## config.mk

```make
export PLATFORM = sky130hd
export DESIGN_NAME = waveform_event_select
export DESIGN_NICKNAME = d
export VERILOG_FILES = /design/src/logic/event_select_pkg.sv /design/src/logic/clock_tick_divider.sv /design/src/logic/event_detect.sv /design/src/logic/waveform_event_select.sv
export SDC_FILE = /design/constraint.sdc
export NUM_CORES = 1
export LEC_CHECK = 0
export BUFFER_PORTS_ARGS = -buffer_cell sky130_fd_sc_hd__buf_2
export CAP_MARGIN = 40
export CORE_MARGIN = 2
export CORE_UTILIZATION = 25
export CTS_CLUSTER_DIAMETER = 150
export CTS_CLUSTER_SIZE = 28
export DETAILED_ROUTE_END_ITERATION = 12
export SYNTH_ARGS = -nofsm -noshare
export SYNTH_HDL_FRONTEND = slang
export SYNTH_SLANG_ARGS = --single-unit
```

## constraint.sdc

```tcl
create_clock -name clk -period 2.3 [get_ports clk]
set_clock_uncertainty 0.15 [all_clocks]
set_input_delay 0.23 -clock clk [delete_from_list [all_inputs] [get_ports clk]]
set_output_delay 0.23 -clock clk [all_outputs]
set_load 0.02 [all_outputs]
```

## src/logic/event_select_pkg.sv

```systemverilog
/*
 * Shared constants for the event source select front end: register offsets,
 * field positions, reset values, clock select codes and bus state codes.
 * Assumes a 250 MHz system clock and an AXI4-Lite register bus.
 */
package event_select_pkg;

   // bus geometry
   localparam int ADDR_W = 8;
   localparam int DATA_W = 32;
   localparam int SRC_N  = 16;

   // register byte offsets
   localparam logic [7:0] OFS_CONTROL        = 8'h00;
   localparam logic [7:0] OFS_RISE_EN_LOW    = 8'h04;
   localparam logic [7:0] OFS_RISE_EN_HIGH   = 8'h08;
   localparam logic [7:0] OFS_FALL_EN_LOW    = 8'h0C;
   localparam logic [7:0] OFS_FALL_EN_HIGH   = 8'h10;
   localparam logic [7:0] OFS_RISE_MODE_LOW  = 8'h14;
   localparam logic [7:0] OFS_RISE_MODE_HIGH = 8'h18;
   localparam logic [7:0] OFS_FALL_MODE_LOW  = 8'h1C;
   localparam logic [7:0] OFS_FALL_MODE_HIGH = 8'h20;
   localparam logic [7:0] OFS_RISE_DELAY     = 8'h24;
   localparam logic [7:0] OFS_FALL_DELAY     = 8'h28;
   localparam logic [7:0] OFS_STATUS         = 8'h2C;

   // control field positions and reset values
   localparam int         CTRL_SEL_LSB    = 0;
   localparam int         CTRL_ENABLE_BIT = 7;
   localparam logic [7:0] RESET_BYTE      = 8'h00;

   // source bit positions
   localparam int SRC_INPUT_PIN      = 0;
   localparam int SRC_COMPARATOR_ONE = 1;

   // reference clock select codes
   localparam logic [1:0] SEL_FAST     = 2'h0;
   localparam logic [1:0] SEL_INSTR    = 2'h1;
   localparam logic [1:0] SEL_SYS      = 2'h2;
   localparam logic [1:0] SEL_RESERVED = 2'h3;

   // clock rates and dividers
   localparam int         SYS_CLK_MHZ  = 250;
   localparam int         FAST_OSC_MHZ = 16;
   localparam logic [1:0] INSTR_LAST   = 2'h3;

   // bus responses
   localparam logic [1:0] RESP_OKAY   = 2'h0;
   localparam logic [1:0] RESP_SLVERR = 2'h2;

   // bus channel states
   typedef enum logic [1:0] {
      CH_IDLE = 2'b01,
      CH_RESP = 2'b10
   } chan_state_e;

endpackage

```

## src/logic/clock_tick_divider.sv

```systemverilog
/*
 * Reference clock tick generator: one-cycle enables at the fast oscillator
 * rate, the instruction rate and the system rate, one of them selected.
 * Assumes the select code is a stable register value.
 */
`timescale 1ns/100ps
module clock_tick_divider (
   // system
   input  logic       clk,
   input  logic       rst_n,
   // control
   input  logic       sleep,
   input  logic [1:0] sel,
   // tick out
   output logic       tick
);
   logic [7:0] fast_acc;
   logic [8:0] fast_sum;
   logic       fast_tick;
   logic [1:0] instr_cnt;
   logic       instr_tick;

   // fractional accumulator, averages the oscillator rate exactly
   assign fast_sum  = {1'b0, fast_acc} + 9'(event_select_pkg::FAST_OSC_MHZ);
   assign fast_tick = fast_sum >= 9'(event_select_pkg::SYS_CLK_MHZ);
   assign instr_tick = instr_cnt == event_select_pkg::INSTR_LAST && !sleep;

   // oscillator keeps running in sleep
   always_ff @(posedge clk) begin
      if (!rst_n) begin
         fast_acc <= 8'h00;
      end else if (fast_tick) begin
         fast_acc <= 8'(fast_sum - 9'(event_select_pkg::SYS_CLK_MHZ));
      end else begin
         fast_acc <= fast_sum[7:0];
      end
   end

   // divide by four, halted in sleep
   always_ff @(posedge clk) begin
      if (!rst_n) begin
         instr_cnt <= 2'h0;
      end else if (!sleep) begin
         instr_cnt <= instr_cnt + 2'h1;
      end
   end

   // select the reference, fourth code gives no ticks
   always_ff @(posedge clk) begin
      if (!rst_n) begin
         tick <= 1'b0;
      end else begin
         case (sel)
            event_select_pkg::SEL_FAST:  tick <= fast_tick;
            event_select_pkg::SEL_INSTR: tick <= instr_tick;
            event_select_pkg::SEL_SYS:   tick <= !sleep;
            default:                     tick <= 1'b0;
         endcase
      end
   end
endmodule

```

## src/logic/event_detect.sv

```systemverilog
/*
 * Per-source edge or level detection, gated by enables, ORed into one
 * level hit and one edge hit. Assumes sources are synchronous to clk.
 */
`timescale 1ns/100ps
module event_detect #(
   parameter int N = 16
) (
   // system
   input  logic         clk,
   input  logic         rst_n,
   // configuration and sources
   input  logic [N-1:0] src,
   input  logic [N-1:0] en,
   input  logic [N-1:0] mode,
   // detected hits
   output logic         level_hit,
   output logic         edge_hit
);
   logic [N-1:0] prev;

   // previous sample for transition detect
   always_ff @(posedge clk) begin
      if (!rst_n) begin
         prev <= '0;
      end else begin
         prev <= src;
      end
   end

   // mode one is edge, mode zero is level, disabled sources drop out
   assign level_hit = |(en & ~mode & src);
   assign edge_hit  = |(en & mode & src & ~prev);
endmodule

```

## src/logic/waveform_event_select.sv

```systemverilog
/*
 * Event source select front end of a complementary waveform generator:
 * AXI4-Lite register file, reference clock tick, rising and falling
 * source detection, phase delay and drive state.
 * Assumes sources and sleep are synchronous to clk.
 */
`timescale 1ns/100ps
// Function
// - timers tick on selected reference clock
// - two-bit select picks oscillator, instruction, system
// - per-source enable bits, rising and falling
// - enabled sources ORed into one event
// - per-source mode bits in mode registers
// - mode one edge, mode zero level
// - asserted rising level holds drive on
// - edge events only on real transitions
// - comparator edge gives delayed rising event
// - comparator level gives immediate rising event
// - disabled comparator ignored for rising
// - pin edge gives delayed rising event
// - pin level gives immediate rising event
// - disabled pin ignored for rising
module waveform_event_select #(
   parameter int DELAY_W = 8
) (
   // system
   input  logic        clk,
   input  logic        rst_n,
   // write address
   input  logic        awvalid,
   output logic        awready,
   input  logic [7:0]  awaddr,
   // write data
   input  logic        wvalid,
   output logic        wready,
   input  logic [31:0] wdata,
   input  logic [3:0]  wstrb,
   // write response
   output logic        bvalid,
   input  logic        bready,
   output logic [1:0]  bresp,
   // read address
   input  logic        arvalid,
   output logic        arready,
   input  logic [7:0]  araddr,
   // read data
   output logic        rvalid,
   input  logic        rready,
   output logic [31:0] rdata,
   output logic [1:0]  rresp,
   // event sources and power state
   input  logic [15:0] event_sources,
   input  logic        sleep,
   // generator side
   output logic        waveform_timer_clock,
   output logic        rise_event,
   output logic        fall_event,
   output logic        drive_on
);
   // configuration
   logic [7:0]         control;
   logic [15:0]        rise_en;
   logic [15:0]        fall_en;
   logic [15:0]        rise_mode;
   logic [15:0]        fall_mode;
   logic [DELAY_W-1:0] rise_delay;
   logic [DELAY_W-1:0] fall_delay;
   logic               gen_enable;
   logic [1:0]         clk_sel;
   // bus channels
   event_select_pkg::chan_state_e wr_state;
   event_select_pkg::chan_state_e rd_state;
   logic               aw_held;
   logic               w_held;
   logic [7:0]         wr_addr;
   logic [31:0]        wr_data;
   logic [3:0]         wr_strb;
   logic               wr_do;
   logic [31:0]        rd_word;
   // events
   logic               tick;
   logic               rise_level;
   logic               rise_edge;
   logic               fall_level;
   logic               fall_edge;
   logic               rise_pend;
   logic               fall_pend;
   logic [DELAY_W-1:0] rise_cnt;
   logic [DELAY_W-1:0] fall_cnt;
   logic               rise_fire;
   logic               fall_fire;

   // offsets are contiguous words up to the status register
   function automatic logic addr_known(input logic [7:0] a);
      return a[7:2] <= event_select_pkg::OFS_STATUS[7:2];
   endfunction

   // control fields
   assign gen_enable = control[event_select_pkg::CTRL_ENABLE_BIT];
   assign clk_sel    = control[event_select_pkg::CTRL_SEL_LSB +: 2];

   // write channel: address and data taken in either order
   always_ff @(posedge clk) begin
      if (!rst_n) begin
         wr_state <= event_select_pkg::CH_IDLE;
         awready  <= 1'b0;
         wready   <= 1'b0;
         aw_held  <= 1'b0;
         w_held   <= 1'b0;
         wr_addr  <= 8'h00;
         wr_data  <= 32'h0000_0000;
         wr_strb  <= 4'h0;
         bvalid   <= 1'b0;
         bresp    <= event_select_pkg::RESP_OKAY;
      end else begin
         case (wr_state)
            event_select_pkg::CH_IDLE: begin
               if (awvalid && awready) begin
                  aw_held <= 1'b1;
                  wr_addr <= awaddr;
                  awready <= 1'b0;
               end else if (!aw_held) begin
                  awready <= 1'b1;
               end
               if (wvalid && wready) begin
                  w_held  <= 1'b1;
                  wr_data <= wdata;
                  wr_strb <= wstrb;
                  wready  <= 1'b0;
               end else if (!w_held) begin
                  wready <= 1'b1;
               end
               if (wr_do) begin
                  aw_held  <= 1'b0;
                  w_held   <= 1'b0;
                  bvalid   <= 1'b1;
                  bresp    <= addr_known(wr_addr) ? event_select_pkg::RESP_OKAY
                                                  : event_select_pkg::RESP_SLVERR;
                  wr_state <= event_select_pkg::CH_RESP;
               end
            end
            event_select_pkg::CH_RESP: begin
               if (bready) begin
                  bvalid   <= 1'b0;
                  wr_state <= event_select_pkg::CH_IDLE;
               end
            end
            default: wr_state <= event_select_pkg::CH_IDLE;
         endcase
      end
   end

   // register update once both halves of a write are held
   assign wr_do = wr_state == event_select_pkg::CH_IDLE && aw_held && w_held;

   // configuration registers, byte lane zero only
   always_ff @(posedge clk) begin
      if (!rst_n) begin
         control    <= event_select_pkg::RESET_BYTE;
         rise_en    <= {2{event_select_pkg::RESET_BYTE}};
         fall_en    <= {2{event_select_pkg::RESET_BYTE}};
         rise_mode  <= {2{event_select_pkg::RESET_BYTE}};
         fall_mode  <= {2{event_select_pkg::RESET_BYTE}};
         rise_delay <= '0;
         fall_delay <= '0;
      end else if (wr_do && wr_strb[0]) begin
         case ({wr_addr[7:2], 2'b00})
            event_select_pkg::OFS_CONTROL:        control         <= wr_data[7:0];
            event_select_pkg::OFS_RISE_EN_LOW:    rise_en[7:0]    <= wr_data[7:0];
            event_select_pkg::OFS_RISE_EN_HIGH:   rise_en[15:8]   <= wr_data[7:0];
            event_select_pkg::OFS_FALL_EN_LOW:    fall_en[7:0]    <= wr_data[7:0];
            event_select_pkg::OFS_FALL_EN_HIGH:   fall_en[15:8]   <= wr_data[7:0];
            event_select_pkg::OFS_RISE_MODE_LOW:  rise_mode[7:0]  <= wr_data[7:0];
            event_select_pkg::OFS_RISE_MODE_HIGH: rise_mode[15:8] <= wr_data[7:0];
            event_select_pkg::OFS_FALL_MODE_LOW:  fall_mode[7:0]  <= wr_data[7:0];
            event_select_pkg::OFS_FALL_MODE_HIGH: fall_mode[15:8] <= wr_data[7:0];
            event_select_pkg::OFS_RISE_DELAY:     rise_delay <= wr_data[DELAY_W-1:0];
            event_select_pkg::OFS_FALL_DELAY:     fall_delay <= wr_data[DELAY_W-1:0];
            default: ;
         endcase
      end
   end

   // read word mux, status shows live generator state
   always_comb begin
      rd_word = 32'h0000_0000;
      case ({araddr[7:2], 2'b00})
         event_select_pkg::OFS_CONTROL:        rd_word[7:0] = control;
         event_select_pkg::OFS_RISE_EN_LOW:    rd_word[7:0] = rise_en[7:0];
         event_select_pkg::OFS_RISE_EN_HIGH:   rd_word[7:0] = rise_en[15:8];
         event_select_pkg::OFS_FALL_EN_LOW:    rd_word[7:0] = fall_en[7:0];
         event_select_pkg::OFS_FALL_EN_HIGH:   rd_word[7:0] = fall_en[15:8];
         event_select_pkg::OFS_RISE_MODE_LOW:  rd_word[7:0] = rise_mode[7:0];
         event_select_pkg::OFS_RISE_MODE_HIGH: rd_word[7:0] = rise_mode[15:8];
         event_select_pkg::OFS_FALL_MODE_LOW:  rd_word[7:0] = fall_mode[7:0];
         event_select_pkg::OFS_FALL_MODE_HIGH: rd_word[7:0] = fall_mode[15:8];
         event_select_pkg::OFS_RISE_DELAY:     rd_word[DELAY_W-1:0] = rise_delay;
         event_select_pkg::OFS_FALL_DELAY:     rd_word[DELAY_W-1:0] = fall_delay;
         event_select_pkg::OFS_STATUS:
            rd_word[4:0] = {fall_pend, rise_pend, fall_event, rise_event, drive_on};
         default: rd_word = 32'h0000_0000;
      endcase
   end

   // read channel: one cycle from address to data
   always_ff @(posedge clk) begin
      if (!rst_n) begin
         rd_state <= event_select_pkg::CH_IDLE;
         arready  <= 1'b0;
         rvalid   <= 1'b0;
         rdata    <= 32'h0000_0000;
         rresp    <= event_select_pkg::RESP_OKAY;
      end else begin
         case (rd_state)
            event_select_pkg::CH_IDLE: begin
               if (arvalid && arready) begin
                  arready  <= 1'b0;
                  rvalid   <= 1'b1;
                  rdata    <= rd_word;
                  rresp    <= addr_known(araddr) ? event_select_pkg::RESP_OKAY
                                                 : event_select_pkg::RESP_SLVERR;
                  rd_state <= event_select_pkg::CH_RESP;
               end else begin
                  arready <= 1'b1;
               end
            end
            event_select_pkg::CH_RESP: begin
               if (rready) begin
                  rvalid   <= 1'b0;
                  rd_state <= event_select_pkg::CH_IDLE;
               end
            end
            default: rd_state <= event_select_pkg::CH_IDLE;
         endcase
      end
   end

   // reference clock tick
   clock_tick_divider u_tick (
      .clk   (clk),
      .rst_n (rst_n),
      .sleep (sleep),
      .sel   (clk_sel),
      .tick  (tick)
   );

   // rising source detection
   event_detect #(.N(event_select_pkg::SRC_N)) u_rise (
      .clk       (clk),
      .rst_n     (rst_n),
      .src       (event_sources),
      .en        (rise_en),
      .mode      (rise_mode),
      .level_hit (rise_level),
      .edge_hit  (rise_edge)
   );

   // falling source detection
   event_detect #(.N(event_select_pkg::SRC_N)) u_fall (
      .clk       (clk),
      .rst_n     (rst_n),
      .src       (event_sources),
      .en        (fall_en),
      .mode      (fall_mode),
      .level_hit (fall_level),
      .edge_hit  (fall_edge)
   );

   // rising phase delay, counted on reference ticks; a new edge restarts it
   always_ff @(posedge clk) begin
      if (!rst_n || !gen_enable) begin
         rise_pend <= 1'b0;
         rise_cnt  <= '0;
      end else if (rise_edge) begin
         rise_pend <= 1'b1;
         rise_cnt  <= rise_delay;
      end else if (rise_fire) begin
         rise_pend <= 1'b0;
      end else if (rise_pend && tick) begin
         rise_cnt <= rise_cnt - 1'b1;
      end
   end

   // falling phase delay, same scheme
   always_ff @(posedge clk) begin
      if (!rst_n || !gen_enable) begin
         fall_pend <= 1'b0;
         fall_cnt  <= '0;
      end else if (fall_edge) begin
         fall_pend <= 1'b1;
         fall_cnt  <= fall_delay;
      end else if (fall_fire) begin
         fall_pend <= 1'b0;
      end else if (fall_pend && tick) begin
         fall_cnt <= fall_cnt - 1'b1;
      end
   end

   // delay expiry
   assign rise_fire = rise_pend && rise_cnt == '0;
   assign fall_fire = fall_pend && fall_cnt == '0;

   // event outputs: levels immediate, edges after the delay
   always_ff @(posedge clk) begin
      if (!rst_n) begin
         rise_event           <= 1'b0;
         fall_event           <= 1'b0;
         waveform_timer_clock <= 1'b0;
      end else begin
         rise_event           <= gen_enable && (rise_level || rise_fire);
         fall_event           <= gen_enable && (fall_level || fall_fire);
         waveform_timer_clock <= tick;
      end
   end

   // drive state: a rising level holds it on over any falling event
   always_ff @(posedge clk) begin
      if (!rst_n || !gen_enable) begin
         drive_on <= 1'b0;
      end else if (rise_level) begin
         drive_on <= 1'b1;
      end else if (fall_level || fall_fire) begin
         drive_on <= 1'b0;
      end else if (rise_fire) begin
         drive_on <= 1'b1;
      end
   end
endmodule

```

Yosys cells after proc, flatten, opt, wreduce, memory -nomap -nowiden

Index checks and enable logic that the tools add are counted.

Register bits after elaboration: 177
Latch bits: 0
RAM bits: 0
ROM bits: 0
Output and inout port bits: 45
Memories: 0

$add $sub $neg: 5
Multiply operators: 0
Divide/modulo/power cells: 0
$lt $le $gt $ge: 3
Equal/unequal tests: 36
Shifts and indexed selects: 0
Mux-type cells: 40
Bitwise logic cells: 13
Reductions and logical operators: 62

Operator list:

| cell                | count |
|---|---|
| $and 16x16->16      | 10 |
| $reduce_or 16->1    | 4 |
| $pmux 5 s12         | 1 |
| $mux 8              | 7 |
| $eq 6x3->1 const B  | 8 |
| $not 16->16         | 3 |
| $reduce_and 2->1    | 23 |
| $eq 6x4->1 const B  | 7 |
| $pmux 3 s11         | 1 |
| $eq 6x2->1 const B  | 4 |
| $mux 1              | 20 |
| $logic_not 8->1     | 2 |
| $reduce_bool 2->1   | 8 |
| $sub 8x1->8 const B | 2 |
| $logic_and 1x1->1   | 13 |
| $eq 6x1->1 const B  | 2 |
| $le 6x4->1 const B  | 2 |
| $logic_not 6->1     | 2 |
| $mux 2              | 6 |
| $ne 2x2->1 const B  | 6 |
| $add 8x5->9 const B | 1 |
| $ge 9x8->1 const B  | 1 |
| $eq 2x2->1 const B  | 4 |
| $pmux 2 s2          | 2 |
| other kinds (11)    | 20 |

Longest topological paths before layout

Depth after elaboration: 7
Depth in mapped cells: 8
Depth with buffers taken out: 7

Modules after synthesis

From an unflattened synthesis, not the netlist that was laid out.

Cells, all modules: 904
Area total of the unflattened synthesis: 8984.9 µm²

Modules (own cells, without submodules):

| module                | times used | cells an instance | area an instance (µm²) |
|---|---|---|---|
| waveform_event_select | 1          | 691               | 6934.2 |
| event_detect          | 2          | 75                | 744.5 |
| clock_tick_divider    | 1          | 63                | 561.8 |

Worst setup path after synthesis

No wires, ideal clock.

Path kind: register to register
Start: register u_tick.fast_acc[4]
End: register u_tick.fast_acc[3]
Arrival time: 1.790 ns
Data required time: 2.080 ns
Setup slack: 0.290 ns
Stages on the path, launching flop included: 7
Path buffers: 0
Period minus slack after synthesis: 2.010 ns
Path through: dfxtp_1 > inv_1 > ha_1 > o41ai_4 > nand2_2 > or3_1 > a21oi_1

Cells in the longest elaborated chain, start to end: 3

Ends and longest elaborated chain:

| element                  | line                     | source |
|---|---|---|
| start: declaration       | clock_tick_divider.sv:17 | `logic [7:0] fast_acc;` |
| start signal: assignment | clock_tick_divider.sv:33 | `fast_acc <= 8'(fast_sum - 9'(event_select_pkg::SYS_CLK_MHZ));` |
| start signal: assignment | clock_tick_divider.sv:35 | `fast_acc <= fast_sum[7:0];` |
| $add 8x5->9              | clock_tick_divider.sv:24 | `assign fast_sum = {1'b0, fast_acc} + 9'(event_select_pkg::FAST_OSC_MHZ);` |
| $ge 9x8->1               | clock_tick_divider.sv:25 | `assign fast_tick = fast_sum >= 9'(event_select_pkg::SYS_CLK_MHZ);` |
| $mux 8                   | clock_tick_divider.sv:32 | `end else if (fast_tick) begin` |

No other way between the ends.
A chain may end at the register's enable or synchronous reset.

Worst setup path after layout

Same ends and word-level chain as after synthesis.

==> results.json <==
{
  "h-tree-depth": 4,
  "grt_use_met2": 0.2269,
  "port_buffers": 63,
  "firstDrtPassIters": 5,
  "fillers": 3424,
  "max_slew_margin": 0.5353,
  "cts-root-buf": "clkbuf_16",
  "grt_pass1_vias": 6523,
  "max_freq_mhz": 496.1,
  "seq_area_frac_synth": 0.4143,
  "drc": 0,
  "finalMaxSlewViolations": 0,
  "synthAdderAreaFrac": 0.01054,
  "syn_area_sq_um": 8310,
  "gr-total-overflow": 0,
  "num_vias": 6905,
  "critPathKind": "register to register",
  "leakagePower_nw": 3.993,
  "die_w_microns": 186.3,
  "dieHeight_microns": 186.3,
  "ir_drop_mv": 0.3986,
  "initial_core_util": 0.2548,
  "crit_arrival_ps": 2220,
  "setup.worst_path.start": "u_tick.fast_acc[4]",
  "grt_util_met1": 0.1856,
  "via_per_inst": 4.782,
  "area_growth_pct": 20.55,
  "synthArstFlopShare": 0,
  "numClockSinks": 172,
  "setup-violations-final": 0,
  "rows": 66,
  "period_share": 0.8765,
  "use_met3": 0.02990,
  "wirelength_mm": 24.43,
  "r2r-start": "u_tick.fast_acc[4]",
  "min_period_ps": 2016,
  "insertion_delay_ps": 430,
  "layout_commonest_cell": "dfxtp_1",
  "synthFlopType": "dfxtp_1",
  "rr_endpoint": "u_tick.fast_acc[3]",
  "syn_avg_cell_area_sq_um": 9.265,
  "holdPathStages": 3,
  "grt_usage": 0.1408,
  "synth_edf_count": 0,
  "grt_max_degree": 117,
  "synth-seq-cells": 172,
  "cp-end-kind": "register",
  "power_density_nw_per_um2": 662.3,
  "synth_top_family_by_area": "simple AND/OR/NAND/NOR gates",
  "drive_above_1_share": 0.1627,
  "outcome": "finished, final reports clean",
  "reg2reg_slack_ps": 280,
  "grt_busiest_layer": "met2",
  "cts_tree": "yes",
  "tns_ps": 0,
  "synth_mux_area_frac": 0.1403,
  "syn_inst": 897,
  "finalHoldViolCount": 0,
  "cp_max_fo": 4,
  "dieArea_sq_um": 34720,
  "synth_compound_area_frac": 0.1006,
  "max-cap-violations": 0,
  "final_nets": 1073,
  "hold_path_class": "input port to register",
  "routedWlPerCell_microns": 16.92,
  "place_hpwl_mm": 18.27,
  "cts_buffers": 17,
  "n_antenna_cell": 0,
  "io_pins": 121,
  "r2r_cells": 6,
  "synth_warnings": 0,
  "grt_setup_unrepaired": "false",
  "drt-initial-drc-count": 431,
  "required_ps": 2510,
  "synth_xor_area_frac": 0.02213,
  "endpoint": "u_tick.fast_acc[3]",
  "fin_total_pwr_mw": 6.635,
  "synth-simple-area-share": 0.2526,
  "final_cell_mix": "dfxtp_1, nor2_1, nand2_1, mux2i_1, buf_2",
  "clkTransAtPathRegs_ps": 60,
  "cp-start-kind": "register",
  "ant_nets": 0,
  "gp_congestion": 0.9123,
  "grt_first_pass_wirelength_mm": 37.78,
  "hold_path.startpoint": "araddr[5]",
  "core-area_sq_um": 32620,
  "cts_max_path_buffers": 2,
  "ys_types": 64,
  "tightest_slew_ps": 696.1,
  "antenna_found_initial": 0
}
==> critical path, cell delays in order, from the launching register on <==
cell and delay [ps]:
dfxtp_1 330, inv_1 50, ha_1 360, o41ai_4 460, nand2_2 140, or3_1 320
a21oi_1 140
==> report_power, final <==
part           switching (mW)  internal [mW]  total, mW
registers              0.0766           3.03       3.11
clock network            1.21           1.87       3.08
logic                   0.265          0.181      0.446
total                    1.55           5.08       6.64
==> synthesized netlist by cell type (all sizes together) (5+ instances only) <==
library cell	n	share of area
nand2b	5	0.0047
inv	13	0.0059
mux4	17	0.046
nor2	110	0.051
o22ai	8	0.0060
and3	5	0.0038
and2	19	0.014
nand3b	20	0.018
mux2i	76	0.092
nor3	10	0.0086
nand4	16	0.014
a22oi	5	0.0045
nand3	22	0.014
nor4	5	0.0092
ha	7	0.011
nand2	109	0.051
buf	48	0.042
dfxtp	172	0.41
o21ai	29	0.017
a211oi	17	0.016
xnor2	12	0.013
nand4b	33	0.037
a21oi	60	0.037
clkbuf	25	0.011
a31oi	5	0.0038
xor2	9	0.0095
==> area by class of cell <==
type	count	area, sq um	share of cell area
inverter	13	50.05	0.004996
timing repair buffer	122	875.8	0.08742
clock inverter	10	165.2	0.01649
sequential	172	3443	0.3437
multi-input combinational	664	4471	0.4462
clock buffer	21	460.4	0.04596
tap	442	553.0	0.05520
==> sequential cells by signal, indices dropped and copies added (netlist names), 2 cells and up <==
signal            count
fall_cnt              8
fall_mode            16
u_tick.fast_acc       7
rise_en              16
wr_addr               6
control               8
u_rise.prev          16
rd_state              2
rise_mode            16
wr_data               8
fall_en              16
fall_delay            8
rdata                 8
u_tick.instr_cnt      2
rise_delay            8
wr_state              2
rise_cnt              8
==> metal layers <==
layer | wire (microns) | vias to the layer above
met4 | 559 | 0
met1 | 11310 | 3337
li1 | - | 3336
met3 | 1268 | 39
met5 | 0 | -
met2 | 11290 | 193
==> cells by family after synthesis <==
| group | after synthesis |
|---|---|
| and+or+nand+nor | 377 |
| DFF | 172 |
| AOI/OAI and AO/OA | 138 |
| muxes | 95 |
| buffers and inverters | 86 |
| xor gates and xnor gates | 21 |
| adders and majority gates | 7 |
| other | 1 |
==> timing repair <==
action                    4_1_cts  5_1_grt
hold endpoints to repair       38        0
hold buffers                   37        0
setup buffers                   0        0
gates resized for setup         0        0
==> how the worst min path moves through the flow <==
stage	endpoint	slack (ps)
3_5_place_dp	rdata[2]	290
4_1_cts	rresp[1]	150
6_report	rresp[1]	170
2_1_floorplan	u_rise.prev[0]	200
5_1_grt	rdata[7]	180
3_3_place_gp	rdata[2]	290
==> through the flow <==
step / setup slack, ps / area, sq um / hold WS [ps] / cells / util
global placement: 251.6 / 9022 / 288.6 / 1376 / 0.2766
detailed placement: 220.1 / 9022 / 294.0 / 1376 / 0.2766
floorplan: 289.8 / 8404 / 201.7 / 922 / -
finish: 284.1 / 10020 / 167.8 / 1444 / 0.3071
CTS: 264.3 / 10020 / 153.7 / 1444 / 0.3071
global route: 151.4 / 10020 / 183.3 / 1444 / 0.3071
Note: power is estimated with default switching activity, not from simulation.
